<file path="config.mk">
export PLATFORM = sky130hd
export DESIGN_NAME = apbss_decode
export DESIGN_NICKNAME = d
export VERILOG_FILES = /design/src/rtl/apbss_pkg.sv /design/src/rtl/apbss_irq_if.sv /design/src/rtl/apbss_decode.sv /design/src/rtl/apbss_irq_map.sv
export SDC_FILE = /design/constraint.sdc
export NUM_CORES = 1
export LEC_CHECK = 0
export BUFFER_PORTS_ARGS = -buffer_cell sky130_fd_sc_hd__buf_2
export CAP_MARGIN = 20
export CORE_AREA = 4 4 297 299
export DETAILED_ROUTE_END_ITERATION = 12
export DIE_AREA = 0 0 301 303
export PLACE_DENSITY = 0.42
export RECOVER_POWER = 25
export SYNTH_ARGS = -nofsm -noshare
export SYNTH_HDL_FRONTEND = slang
export SYNTH_SLANG_ARGS = --single-unit
</file>
<file path="constraint.sdc">
create_clock -name sys_clk -period 2.4 [get_ports sys_clk]
set_input_delay 0.12 -clock sys_clk [delete_from_list [all_inputs] [get_ports sys_clk]]
set_output_delay 0.12 -clock sys_clk [all_outputs]
set_load 0.02 [all_outputs]
</file>
<file path="src/rtl/apbss_pkg.sv">
// Purpose: shared constants for the peripheral subsystem decoder
// Assumes: 64 KB window split into sixteen 4 KB slots
// Notes:   slot codes, bus answer codes and interrupt line positions
package apbss_pkg;
   localparam int ADDR_W = 16;               // subsystem window address width
   localparam int OFS_W  = 12;               // offset inside one 4 KB slot
   localparam int SLOT_W = 4;                // slot number width
   localparam int DATA_W = 32;               // data word width
   localparam int NSLOT  = 16;               // number of slots
   localparam int IRQ_W  = 32;               // interrupt request vector width
   localparam int NUART  = 3;                // serial ports
   localparam int NTMR   = 3;                // timer, timer, dual timer
   // slot numbers (address bits 15:12)
   localparam logic [3:0] SLOT_TIMER0 = 4'h0;
   localparam logic [3:0] SLOT_TIMER1 = 4'h1;
   localparam logic [3:0] SLOT_DTIMER = 4'h2;
   localparam logic [3:0] SLOT_UART0  = 4'h4;
   localparam logic [3:0] SLOT_WDOG   = 4'h8;
   localparam logic [3:0] SLOT_TEST   = 4'hB;
   localparam logic [3:0] SLOT_EXP0   = 4'hC;
   // write/read answer codes
   localparam logic [1:0] RESP_OKAY   = 2'h0;
   localparam logic [1:0] RESP_SLVERR = 2'h2;
   // interrupt line positions
   localparam int IRQ_UART_RX0  = 0;         // rx at 2n, tx at 2n+1
   localparam int IRQ_TIMER0    = 8;
   localparam int IRQ_UART_OVF0 = 12;
   // reset values
   localparam logic [31:0] RST_WORD = 32'h0000_0000;
   localparam logic [31:0] RST_IRQ  = 32'h0000_0000;
   // transfer sequencer states
   typedef enum logic [2:0] {ST_IDLE, ST_DECODE, ST_SETUP, ST_ACCESS,
                             ST_WRESP, ST_RRESP} apbss_state_t;
endpackage

</file>
<file path="src/rtl/apbss_irq_if.sv">
// Purpose: carries peripheral interrupt sources to the line mapper
// Assumes: all signals on sys_clk
// Notes:   vec is registered inside the mapper
`timescale 1ns/1ps
`default_nettype none
interface apbss_irq_if;
   logic [2:0]  rx;                          // serial receive requests
   logic [2:0]  tx;                          // serial transmit requests
   logic [2:0]  ovf;                         // serial overflow requests
   logic [2:0]  tmr;                         // timer requests
   logic [31:0] vec;                         // mapped request vector
   modport src (output rx, tx, ovf, tmr, input vec);
   modport map (input rx, tx, ovf, tmr, output vec);
endinterface
`default_nettype wire

</file>
<file path="src/rtl/apbss_decode.sv">
// Purpose: register-bus front end, 4 KB slot decoder and interrupt map
// Assumes: one write or one read at a time; word accesses only
// Notes:   absent slots answer at once with an error
//
// Overview of operation
// RULE1 - optional serial ports and watchdog by parameter
// RULE2 - byte order parameter, default little endian
// RULE3 - expansion ports off unless enabled
// RULE4 - gated interface clock matches peripheral clock
// RULE5 - gated clock held low when idle
// RULE6 - activity output alone controls clock gating
// RULE7 - 0x0000/0x1000/0x2000 go to timers
// RULE8 - 0x4000/0x5000/0x6000 go to serial ports
// RULE9 - 0x8000 watchdog, 0xB000 test slave
// RULE10 - 0xC000-0xF000 go to expansion ports 12-15
// RULE11 - slots 3, 7, 9, 10 never selected
// RULE12 - lines 0-5 serial rx/tx alternating
// RULE13 - lines 8-10 timers, line 11 unused
// RULE14 - lines 12-14 serial overflow
// RULE15 - lines 6, 7, 15, 16-31 never driven
// RULE16 - activity shows transfers in progress
// RULE17 - peripheral clock gated by clock enable
// RULE18 - ports 12-15 are plain APB3 slaves
// RULE19 - slot taken from address bits 15:12
// RULE20 - absent slot answers without waiting
//
// Design decisions made here: the AXI4-Lite interface to the registers and the register addresses.
`timescale 1ns/1ps
`default_nettype none
module apbss_decode
#(
   parameter int include_first_timer        = 1,
   parameter int include_second_timer       = 1,
   parameter int include_dual_timer         = 1,
   parameter int include_first_serial_port  = 1,
   parameter int include_second_serial_port = 1,
   parameter int include_third_serial_port  = 1,
   parameter int include_watchdog           = 1,
   parameter int include_test_slave         = 1,
   parameter int big_endian_select          = 0,
   parameter logic [3:0] expansion_slot_enable = 4'h0
)
(
   input  wire logic                          sys_clk,
   input  wire logic                          rstn,
   input  wire logic                          apb_clock_enable,
   input  wire logic [apbss_pkg::ADDR_W-1:0]  s_axi_awaddr,
   input  wire logic                          s_axi_awvalid,
   output logic                               s_axi_awready,
   input  wire logic [apbss_pkg::DATA_W-1:0]  s_axi_wdata,
   input  wire logic [3:0]                    s_axi_wstrb,
   input  wire logic                          s_axi_wvalid,
   output logic                               s_axi_wready,
   output logic [1:0]                         s_axi_bresp,
   output logic                               s_axi_bvalid,
   input  wire logic                          s_axi_bready,
   input  wire logic [apbss_pkg::ADDR_W-1:0]  s_axi_araddr,
   input  wire logic                          s_axi_arvalid,
   output logic                               s_axi_arready,
   output logic [apbss_pkg::DATA_W-1:0]       s_axi_rdata,
   output logic [1:0]                         s_axi_rresp,
   output logic                               s_axi_rvalid,
   input  wire logic                          s_axi_rready,
   output logic [apbss_pkg::NSLOT-1:0]        psel,
   output logic                               penable,
   output logic                               pwrite,
   output logic [apbss_pkg::OFS_W-1:0]        paddr,
   output logic [apbss_pkg::DATA_W-1:0]       pwdata,
   input  wire logic [apbss_pkg::NSLOT-1:0]   pready,
   input  wire logic [apbss_pkg::NSLOT-1:0]   pslverr,
   input  wire logic [apbss_pkg::NSLOT*apbss_pkg::DATA_W-1:0] prdata,
   output logic                               bus_activity_out,
   input  wire logic [2:0]                    uart_rx_irq,
   input  wire logic [2:0]                    uart_tx_irq,
   input  wire logic [2:0]                    uart_ovf_irq,
   input  wire logic [2:0]                    timer_irq,
   output logic [apbss_pkg::IRQ_W-1:0]        irq_vector
);
   import apbss_pkg::*;

   // slots with a peripheral behind them; 3, 7, 9, 10 stay dark
   localparam logic [NSLOT-1:0] SLOT_EN = {           // RULE11
      expansion_slot_enable,                          // RULE3
      include_test_slave[0], 1'b0, 1'b0,              // RULE9
      include_watchdog[0], 1'b0,                      // RULE1
      include_third_serial_port[0],
      include_second_serial_port[0],
      include_first_serial_port[0], 1'b0,             // RULE8
      include_dual_timer[0], include_second_timer[0],
      include_first_timer[0]};                        // RULE7

   // refuse values above 1, and below 0 for include_first_timer and big_endian_select
   if (include_first_timer > 1 || include_second_timer > 1 ||
       include_dual_timer > 1 || include_first_serial_port > 1 ||
       include_second_serial_port > 1 || include_third_serial_port > 1 ||
       include_watchdog > 1 || include_test_slave > 1 ||
       big_endian_select > 1 || include_first_timer < 0 ||
       big_endian_select < 0)
   begin : g_bad_param
      $error("inclusion and byte-order parameters must be 0 or 1");
   end

   // byte swap used only in the big-endian build
   function automatic logic [DATA_W-1:0] order_bytes(input logic [DATA_W-1:0] w);
      if (big_endian_select == 1)                     // RULE2
         order_bytes = {w[7:0], w[15:8], w[23:16], w[31:24]};
      else
         order_bytes = w;
   endfunction

   apbss_state_t      state_q;                 // transfer sequencer
   logic              aw_have_q;               // write address held
   logic              w_have_q;                // write data held
   logic [ADDR_W-1:0] waddr_q;                 // held write address
   logic [DATA_W-1:0] wdata_q;                 // held write data
   logic [ADDR_W-1:0] addr_q;                  // address of the live transfer
   logic              awready_q;
   logic              wready_q;
   logic              arready_q;
   logic              bvalid_q;
   logic              rvalid_q;
   logic [1:0]        bresp_q;
   logic [1:0]        rresp_q;
   logic [DATA_W-1:0] rdata_q;
   logic [NSLOT-1:0]  psel_q;                  // one-hot slot select
   logic [NSLOT-1:0]  psel_d;
   logic              penable_q;
   logic              pwrite_q;
   logic [DATA_W-1:0] pwdata_q;
   logic              active_q;                // transfer on the peripheral bus
   logic [SLOT_W-1:0] slot;                    // slot of the live transfer
   logic              aw_hs;
   logic              w_hs;
   logic              ar_hs;
   logic              wr_go;                   // both halves of a write present

   assign slot  = addr_q[ADDR_W-1:OFS_W];      // RULE19
   assign aw_hs = s_axi_awvalid & awready_q;
   assign w_hs  = s_axi_wvalid & wready_q;
   assign ar_hs = s_axi_arvalid & arready_q;
   assign wr_go = (aw_have_q | aw_hs) & (w_have_q | w_hs);

   // one select bit per slot, only where a peripheral exists
   for (genvar i = 0; i < NSLOT; i++)
   begin : g_sel
      assign psel_d[i] = (slot == SLOT_W'(i)) & SLOT_EN[i];  // RULE10
   end

   // write halves are taken in either order and held until answered
   always_ff @(posedge sys_clk)
   begin
      if (!rstn)
      begin
         aw_have_q <= 1'b0;
         w_have_q  <= 1'b0;
         waddr_q   <= '0;
         wdata_q   <= RST_WORD;
      end
      else if (apb_clock_enable)
      begin
         if (aw_hs)
         begin
            aw_have_q <= 1'b1;
            waddr_q   <= s_axi_awaddr;
         end
         if (w_hs)
         begin
            w_have_q <= 1'b1;
            wdata_q  <= s_axi_wdata;
         end
         // a finished write frees both halves
         if (state_q == ST_WRESP && s_axi_bready)
         begin
            aw_have_q <= 1'b0;
            w_have_q  <= 1'b0;
         end
      end
   end

   // readiness: reads only when no write half is pending
   always_ff @(posedge sys_clk)
   begin
      if (!rstn)
      begin
         awready_q <= 1'b0;
         wready_q  <= 1'b0;
         arready_q <= 1'b0;
      end
      else if (apb_clock_enable)
      begin
         if (state_q == ST_IDLE && !ar_hs && !wr_go)
         begin
            // a taken half drops its ready; the other stays open
            awready_q <= !aw_have_q && !aw_hs;
            wready_q  <= !w_have_q && !w_hs;
            arready_q <= !aw_have_q && !w_have_q && !aw_hs && !w_hs;
         end
         else
         begin
            // busy: nothing new until the answer is taken
            awready_q <= 1'b0;
            wready_q  <= 1'b0;
            arready_q <= 1'b0;
         end
      end
   end

   // sequencer: decode, setup, access, answer
   always_ff @(posedge sys_clk)
   begin
      if (!rstn)
      begin
         state_q  <= ST_IDLE;
         addr_q   <= '0;
         pwrite_q <= 1'b0;
      end
      else if (apb_clock_enable)
      begin
         unique case (state_q)
            ST_IDLE:
            begin
               // a read taken this edge goes first; the write waits
               if (ar_hs)
               begin
                  addr_q   <= s_axi_araddr;
                  pwrite_q <= 1'b0;
                  state_q  <= ST_DECODE;
               end
               else if (wr_go)
               begin
                  addr_q   <= aw_hs ? s_axi_awaddr : waddr_q;
                  pwrite_q <= 1'b1;
                  state_q  <= ST_DECODE;
               end
            end
            ST_DECODE:
            begin
               // dark slot: answer right away instead of waiting
               if (!SLOT_EN[slot])                           // RULE20
                  state_q <= pwrite_q ? ST_WRESP : ST_RRESP;
               else
                  state_q <= ST_SETUP;
            end
            ST_SETUP:
               state_q <= ST_ACCESS;                         // RULE18
            ST_ACCESS:
            begin
               // the peripheral sets the wait; no timeout here
               if (pready[slot])
                  state_q <= pwrite_q ? ST_WRESP : ST_RRESP;
            end
            ST_WRESP:
            begin
               if (s_axi_bready)
                  state_q <= ST_IDLE;
            end
            ST_RRESP:
            begin
               if (s_axi_rready)
                  state_q <= ST_IDLE;
            end
         endcase
      end
   end

   // peripheral-side select, enable and write data
   always_ff @(posedge sys_clk)
   begin
      if (!rstn)
      begin
         psel_q    <= '0;
         penable_q <= 1'b0;
         pwdata_q  <= RST_WORD;
      end
      else if (apb_clock_enable)
      begin
         if (state_q == ST_DECODE && SLOT_EN[slot])
         begin
            psel_q   <= psel_d;                              // RULE7
            pwdata_q <= order_bytes(wdata_q);                // RULE2
         end
         else if (state_q == ST_SETUP)
            penable_q <= 1'b1;                               // RULE18
         else if (state_q == ST_ACCESS && pready[slot])
         begin
            psel_q    <= '0;
            penable_q <= 1'b0;
         end
      end
   end

   // activity follows the select so idle time can stop the gated clock
   always_ff @(posedge sys_clk)
   begin
      if (!rstn)
         active_q <= 1'b0;
      else if (apb_clock_enable)
      begin
         if (state_q == ST_DECODE && SLOT_EN[slot])
            active_q <= 1'b1;                                // RULE16
         else if (state_q == ST_ACCESS && pready[slot])
            active_q <= 1'b0;                                // RULE6
      end
   end

   // answers: dark slots give an error, live ones pass the slave's
   always_ff @(posedge sys_clk)
   begin
      if (!rstn)
      begin
         bvalid_q <= 1'b0;
         rvalid_q <= 1'b0;
         bresp_q  <= RESP_OKAY;
         rresp_q  <= RESP_OKAY;
         rdata_q  <= RST_WORD;
      end
      else if (apb_clock_enable)
      begin
         if (state_q == ST_DECODE && !SLOT_EN[slot])
         begin
            bvalid_q <= pwrite_q;                            // RULE20
            rvalid_q <= !pwrite_q;
            bresp_q  <= RESP_SLVERR;
            rresp_q  <= RESP_SLVERR;
            rdata_q  <= RST_WORD;
         end
         else if (state_q == ST_ACCESS && pready[slot])
         begin
            bvalid_q <= pwrite_q;
            rvalid_q <= !pwrite_q;
            bresp_q  <= pslverr[slot] ? RESP_SLVERR : RESP_OKAY;
            rresp_q  <= pslverr[slot] ? RESP_SLVERR : RESP_OKAY;
            rdata_q  <= order_bytes(prdata[slot*DATA_W +: DATA_W]);  // RULE2
         end
         else
         begin
            if (s_axi_bready)
               bvalid_q <= 1'b0;
            if (s_axi_rready)
               rvalid_q <= 1'b0;
         end
      end
   end

   // interrupt mapping in its own module
   apbss_irq_if irq_ifc ();
   assign irq_ifc.rx  = uart_rx_irq;
   assign irq_ifc.tx  = uart_tx_irq;
   assign irq_ifc.ovf = uart_ovf_irq;
   assign irq_ifc.tmr = timer_irq;

   apbss_irq_map #(
      .UART_PRESENT ({include_third_serial_port[0],
                      include_second_serial_port[0],
                      include_first_serial_port[0]}),      // RULE1
      .TMR_PRESENT  ({include_dual_timer[0], include_second_timer[0],
                      include_first_timer[0]})
   ) u_irq_map (
      .sys_clk          (sys_clk),
      .rstn             (rstn),
      .apb_clock_enable (apb_clock_enable),
      .ifc              (irq_ifc.map)
   );

   // every output straight from a flop
   assign s_axi_awready    = awready_q;
   assign s_axi_wready     = wready_q;
   assign s_axi_arready    = arready_q;
   assign s_axi_bvalid     = bvalid_q;
   assign s_axi_bresp      = bresp_q;
   assign s_axi_rvalid     = rvalid_q;
   assign s_axi_rresp      = rresp_q;
   assign s_axi_rdata      = rdata_q;
   assign psel             = psel_q;
   assign penable          = penable_q;
   assign pwrite           = pwrite_q;
   assign paddr            = addr_q[OFS_W-1:0];
   assign pwdata           = pwdata_q;
   assign bus_activity_out = active_q;
   assign irq_vector       = irq_ifc.vec;
endmodule
`default_nettype wire

</file>
<file path="src/rtl/apbss_irq_map.sv">
// Purpose: places peripheral interrupts onto the 32-line request vector
// Assumes: sources are synchronous to sys_clk
// Notes:   absent peripherals contribute nothing
`timescale 1ns/1ps
`default_nettype none
module apbss_irq_map
#(
   parameter logic [2:0] UART_PRESENT = 3'h7,   // one bit per serial port
   parameter logic [2:0] TMR_PRESENT  = 3'h7    // timer, timer, dual timer
)
(
   input wire logic  sys_clk,
   input wire logic  rstn,
   input wire logic  apb_clock_enable,
   apbss_irq_if.map  ifc
);
   import apbss_pkg::*;

   logic [IRQ_W-1:0] vec_d;                  // next vector, all else zero

   // per-port placement; unlisted lines stay zero
   always_comb
   begin
      vec_d = RST_IRQ;                                                 // RULE15
      for (int n = 0; n < NUART; n++)
      begin
         vec_d[IRQ_UART_RX0 + 2*n]     = ifc.rx[n] & UART_PRESENT[n];  // RULE12
         vec_d[IRQ_UART_RX0 + 2*n + 1] = ifc.tx[n] & UART_PRESENT[n];  // RULE12
         vec_d[IRQ_UART_OVF0 + n]      = ifc.ovf[n] & UART_PRESENT[n]; // RULE14
      end
      for (int t = 0; t < NTMR; t++)
      begin
         vec_d[IRQ_TIMER0 + t] = ifc.tmr[t] & TMR_PRESENT[t];          // RULE13
      end
   end

   // one register stage so the vector leaves from a flop
   always_ff @(posedge sys_clk)
   begin
      if (!rstn)
         ifc.vec <= RST_IRQ;
      else if (apb_clock_enable)
         ifc.vec <= vec_d;
   end
endmodule
`default_nettype wire

</file>
==> results by group, run 1 <==
Outcome
  • Outcome: completed

Logic synthesis
  • Cells after Synth: 983
  • Number of synthesized flops with an enable pin: 0
  • Synth top area share: 0.365
  • Syn Std Cell Area: 0.0105 sq mm
  • Synth cell types: 44
  • Syn Area/Cell: 10.7 sq um
  • YS warnings: 0
  • Area leader, netlist: mux4_2
  • Seq/Total Area, Yosys: 0.311
  • Ys flop type: dfxtp_1
  • Ranking of synthesized cells by area: mux4_2 (36%), dfxtp_1 (31%), nand2_1 (7.7%)
  • Seq cells post-synth: 163
  • Ys async rst share: 0

GRT
  • Gr usage total: 0.155
  • Gr busiest metal: met2
  • Number of global-route vias before repair: 11900
  • M2 GR Usage: 0.296
  • Largest net degree at the start of global routing: 111
  • M1 GR Usage: 0.167
  • Initial antenna violation count: 90
  • Met3 Use GR: 0.0527
  • First-pass GRT wire length: 96.6 mm
  • Grt ovf: 0

CTS
  • Inserted Clock Buffers: 17
  • H-tree levels: 4
  • Worst-Skew Late Latency: 490 ps
  • TritonCTS clock tree: built
  • Setup bufs post-CTS: 0
  • Root Driver: clkbuf_16
  • Clock slew at reported path FFs: 70 ps
  • Clk buf depth: 2
  • Sink Count: 163

Pwr
  • Combinational power share: 0.207
  • Leak: 0.00689 uW
  • Clk network pwr share: 0.414
  • Internal: 5160 uW
  • PwrDens: 432 mW/mm^2
  • Pwr Total: 7320 uW
  • Switching Share: 0.294
  • Register share of total power: 0.379
  • Psw: 2150 uW
  • Peak supply drop: 369 uV

STA
  • RSZ-0062 raised after global routing: yes
  • Final Hold Fails: 0
  • Final clock skew: 18.6 ps
  • Worst-Margin Slew: 1070 ps
  • Fin Setup TNS: 0 ps
  • Setup Viol. Count Final: 0
  • FMAX: 434 MHz
  • Slew Viols, Final: 0
  • Slew headroom: 0.285
  • Fin crit period: 2300 ps
  • Worst hold slack: 76.8 ps
  • Final critical-path share of the clock period: 0.960

Floorplan
  • Die width: 301 um
  • Die area: 0.0912 sq mm
  • Site row count: 107
  • CORE AREA: 0.0851 sq mm
  • Die Y: 303 um
  • Initial Util: 0.123
  • # IOs: 768

Setup path
  • CP max FO: 31
  • Critical path's slowest cell: nor2_4
  • CP Cell Sequence: mux4_2 -> mux4_2 -> nand2_4 -> nor2_4 -> a22o_1
  • Worst Path Required: 2820 ps
  • Crit start category: register
  • Worst setup EP type: register
  • Crit-path max cell delay: 760 ps
  • Crit Path Category: register to register
  • Most used cell, CP: mux4_2
  • Worst Path Arrival: 2730 ps

Detailed routing
  • Drc violations: 0
  • Vias/cell: 3.97
  • 1st-iter DRT viols: 764
  • Wirelength per Cell: 25.1 um
  • Initial DRT Pass Iterations: 5
  • Post-route ant nets: 0
  • Post-Route WL: 73.6 mm
  • Total number of vias: 11600

Min path
  • Worst min-delay path class: input port to register

Placement
  • Placed Cells incl. Taps: 2812
  • RD Place Congestion: 0.861
  • Buffers on Ports: 733
  • Post-detail-place hpwl: 63.1 mm

Final layout
  • Final Instance Count excl. Fillers: 2933
  • Final core occ: 0.199
  • Syn-to-layout area delta: 61.1%
  • Nets: 2399
  • Fraction of layout cells with a size suffix above 1: 0.537

Flow run
  • MaxCap Viol Count: 0
[per-stage QoR]
stage / area [sq um] / worst slack [ps]
4_1_cts: 17000 / 4.85
3_5_place_dp: 15600 / -8.98
5_1_grt: 16900 / -17.9
6_report: 16900 / 95.1
2_1_floorplan: 10600 / 125
3_3_place_gp: 15600 / 5.35
[state kept, by name, indices dropped and copies added, names as in the netlist, 3 cells and up, named ones only]
| signal | cells |
|---|---|
| addr_q | 16 |
| wdata_q | 32 |
| waddr_q | 16 |
| psel | 8 |
| state_q | 3 |
| u_irq_map.ifc.vec | 12 |
| pwdata | 32 |
| s_axi_rdata | 32 |
[cells in the mapped netlist, types with 2 or more instances]
| cell type | n |
|---|---|
| mux4_2 | 170 |
| clkbuf_1 | 67 |
| nand2_1 | 216 |
| o21ai_2 | 8 |
| buf_1 | 6 |
| a21oi_1 | 110 |
| nand4_1 | 7 |
| nor2b_1 | 2 |
| a22o_1 | 31 |
| buf_2 | 14 |
| dfxtp_1 | 163 |
| buf_6 | 8 |
| nand4_2 | 2 |
| and2_1 | 3 |
| mux2i_1 | 19 |
| o21ai_0 | 5 |
| nor2_1 | 28 |
| o211ai_1 | 14 |
| nand3_1 | 35 |
| inv_1 | 4 |
| o21a_1 | 3 |
| buf_4 | 44 |
| and3_1 | 3 |
[worst paths after layout]
kind,start,end,slack [ps],cells past startpoint
hold reg to reg,wdata_q[15],pwdata[15],450,2
setup reg to reg,addr_q[14],s_axi_rdata[25],100,5
hold / removal,s_axi_wvalid,s_axi_wready,80,4
setup / recovery,addr_q[14],s_axi_rdata[25],100,5
[routing by layer]
metal	part of all wire	vias to the layer above
met1	0.36	5609
met2	0.53	616
met4	0.018	28
li1	-	5230
met5	0.0025	-
met3	0.088	160
[area by class of cell]
type | count | area [sq um]
diodes | 10 | 25.0
clock buffers | 17 | 425
clock inverters | 15 | 183
fillers | 9600 | 68200
inverters | 5 | 22.5
multi-input cells | 705 | 6580
flip-flops and latches | 163 | 3280
well taps | 1144 | 1430
repair buffers | 874 | 4980
[cells in the final DEF, fill, tap and decap left out, types with 3 or more instances in the layout]
cell type and n:
o21ai_0 5, nand3_1 35, o211ai_1 14, mux4_2 170, mux2i_1 19, diode_2 10
buf_12 11, inv_6 6, dlygate4sd3_1 79, and3_1 3, conb_1 30, nand4_1 7
o21a_1 3, and2_1 3, nand2_1 216, inv_1 3, o21ai_2 8, clkbuf_1 63
buf_4 51, dfxtp_1 159, nor2_1 28, buf_2 670, a21oi_1 110, inv_8 3
clkbuf_16 17, dfxtp_4 3, a22o_1 31
[power groups by stage]
stage          sequential (uW)  clock (uW)  combinational, uW
3_5_place_dp              2830           0               1430
6_report                  2770        3030               1510
3_3_place_gp              2830           0               1430
2_1_floorplan             2860           0                638
4_1_cts                   2770        3200               1540
5_1_grt                   2780        3290               1640
[critical path, delay by kind of cell, from the launching register on]
| kind | cells | cell delay [ps] |
|---|---|---|
| compound gates | 1 | 260 |
| flops | 1 | 370 |
| mux | 2 | 690 |
| simple gates | 2 | 850 |
[cells by family after synthesis]
| logic type | synth area share |
|---|---|
| simple gates | 0.121 |
| flops | 0.311 |
| mux | 0.384 |
| fa+ha+maj | 0.00119 |
| other cells | 0.000357 |
| compound gates | 0.109 |
| buf+inv | 0.0746 |
[timing repair]
item,in CTS,in global routing
gates resized for setup,0,2
hold buffers,79,0
pin swaps,2,2
endpoints found under the hold margin,78,0
setup endpoints to repair,1,28
cloned,0,0
No activity file was read; power rests on OpenSTA's default activity.
==> run 2, diff against run 1 <==
==> constraint.sdc (replaced) <==
create_clock -name sys_clk -period 2.4 [get_ports sys_clk]
set_input_delay 0.12 -clock sys_clk [delete_from_list [all_inputs] [get_ports sys_clk]]
set_output_delay 0.12 -clock sys_clk [all_outputs]
set_load 0.005 [all_outputs]
==> run 2 against run 1 <==
Against the previous run:
- hold slack about the same
- die area unchanged
- routed wire length about the same
- count of clock-buffer cells in the layout unchanged
- combinational power fell by 3%
- core utilization about the same
- first-iteration DRC count grew 0.13%
- global-route usage stayed put
- total power fell by 0.78%
- critical path type unchanged
==> results by group, run 2 (same netlist as run 1, synthesis figures left out) <==
GRT
  • First-pass GRT wire length: 96.6 mm (unchanged)
  • Number of global-route vias before repair: 11900 (unchanged)
  • Largest net degree at the start of global routing: 111 (unchanged)
  • Gr usage total: 0.155 (unchanged)
  • Initial antenna violation count: 90 (unchanged)
  • Grt ovf: 0 (unchanged)

Setup path
  • Worst Path Required: 2820 ps (about the same)
  • Crit Path Category: register to register
  • Worst Path Arrival: 2720 ps (about the same)
  • Worst setup EP type: register
  • CP max FO: 31 (unchanged)
  • CP Cell Sequence: mux4_2 -> mux4_2 -> nand2_4 -> nor2_4 -> a22o_1
  • Crit-path max cell delay: 760 ps (about the same)
  • Most used cell, CP: mux4_2
  • Crit start category: register
  • Critical path's slowest cell: nor2_4

Placement
  • Post-detail-place hpwl: 63.1 mm (unchanged)
  • RD Place Congestion: 0.861 (unchanged)
  • Area after DPL: 0.0156 sq mm (unchanged)
  • Buffers on Ports: 733 (unchanged)

Detailed routing
  • Total number of vias: 11600 (+0.026%)
  • Vias/cell: 3.97 (about the same)
  • Drc violations: 0 (unchanged)
  • Post-route ant nets: 0 (unchanged)
  • Initial DRT Pass Iterations: 5 (unchanged)
  • 1st-iter DRT viols: 765 (+0.13%)
  • Post-Route WL: 73.6 mm (about the same)
  • Wirelength per Cell: 25.1 um (about the same)

Final layout
  • Most frequent cells in the layout: buf_2 (683), nand2_1 (216), mux4_2 (170)
  • Nets: 2399 (unchanged)
  • Commonest non-fill, non-tap cell in the layout: buf_2
  • Syn-to-layout area delta: 61.2% (about the same)
  • Fraction of layout cells with a size suffix above 1: 0.545 (+0.00731)
  • Final core occ: 0.199 (about the same)
  • Cell area after layout: 0.0169 sq mm (about the same)

Floorplan
  • Initial Util: 0.123 (unchanged)
  • Site row count: 107 (unchanged)
  • Die Y: 303 um (unchanged)
  • Die area: 0.0912 sq mm (unchanged)
  • CORE AREA: 0.0851 sq mm (unchanged)
  • Die width: 301 um (unchanged)
  • # IOs: 768 (unchanged)

STA
  • Final clock skew: 18.6 ps (+0.00310 ps)
  • Setup Viol. Count Final: 0 (unchanged)
  • Final critical-path share of the clock period: 0.959 (-0.00108)
  • Fin crit period: 2300 ps (-2.60 ps)
  • Fin Setup TNS: 0 ps (unchanged)
  • Slew headroom: 0.287 (+0.00217)
  • Worst-Margin Slew: 1070 ps (-3.26 ps)
  • FMAX: 434 MHz (+0.11%)
  • Final Hold Fails: 0 (unchanged)
  • Slew Viols, Final: 0 (unchanged)
  • RSZ-0062 raised after global routing: yes

CTS
  • Root Driver: clkbuf_16
  • Clock slew at reported path FFs: 70 ps (about the same)
  • Worst-Skew Late Latency: 490 ps (about the same)
  • Setup bufs post-CTS: 0 (unchanged)
  • TritonCTS clock tree: built
  • Clk buf depth: 2 (unchanged)
  • Sink Count: 163 (unchanged)
  • Inserted Clock Buffers: 17 (unchanged)
  • H-tree levels: 4 (unchanged)

Outcome
  • Outcome: completed

Min path
  • Worst min-delay path class: input port to register

Pwr
  • PwrDens: 429 mW/mm^2 (-0.87%)
  • Peak supply drop: 369 uV (-0.12%)
  • Leak: 0.00695 uW (+0.82%)

Flow run
  • MaxCap Viol Count: 0 (unchanged)
[run 2: cell count changes in the layout (fill, tap and decap cells not counted)]
cell	delta
buf_2	+13
clkbuf_1	-13
diode_2	-1
[run 2: final timing paths]
check | from | end | slack (ps) | depth (start not counted)
setup / recovery | addr_q[14] | s_axi_rdata[25] | 100 | 5
hold / removal | s_axi_wvalid | s_axi_wready | 80 | 4
setup reg to reg | addr_q[14] | s_axi_rdata[25] | 100 | 5
hold reg to reg | pwdata[10] | pwdata[10] | 450 | 2
[run 2: area by class of cell]
| type | count | area [sq um] |
|---|---|---|
| sequential | 163 | 3280 |
| multi-input combinational | 705 | 6580 |
| timing repair buffer | 874 | 5000 |
| fill | 9593 | 68200 |
| clock inverter | 15 | 183 |
| antenna | 9 | 22.5 |
| tap | 1144 | 1430 |
| clock buffer | 17 | 425 |
| inverter | 5 | 22.5 |
[run 2: stage by stage]
stage | worst slack (ps) | cells | total power, uW | hold slack (ps)
after floorplan | 137 | 1012 | 3440 | 256
after global placement | 5.35 | 2812 | 4210 | 362
after detailed placement | -8.98 | 2812 | 4210 | 367
after CTS | 4.85 | 2923 | 7460 | 15.3
after global routing | -17.9 | 2925 | 7650 | 58.8
final | 97.7 | 2932 | 7260 | 77.2
[run 2: worst max-delay path, delay by kind of cell, from the launching register on]
family / cells / cell delay [ps]
AOI/OAI and AO/OA: 1 / 260
and+or+nand+nor: 2 / 850
DFF: 1 / 370
muxes: 2 / 690
[run 2: timing repair]
action	CTS	global route
gates cloned	0	0
endpoints found under the setup margin	1	28
hold buffers	79	0
hold endpoints to repair	78	0
pin swaps	2	2
gates resized for setup	0	2
[run 2: power by group]
part,internal [uW],switching [uW]
Sequential,2750,25.8
Combinational,837,621
Clock,1580,1450
[run 2: layer usage]
metal  wire (um)  GRT usage
met3        6260     0.0527
met5         185          0
met1       26600      0.167
met4        1340     0.0289
met2       39200      0.296
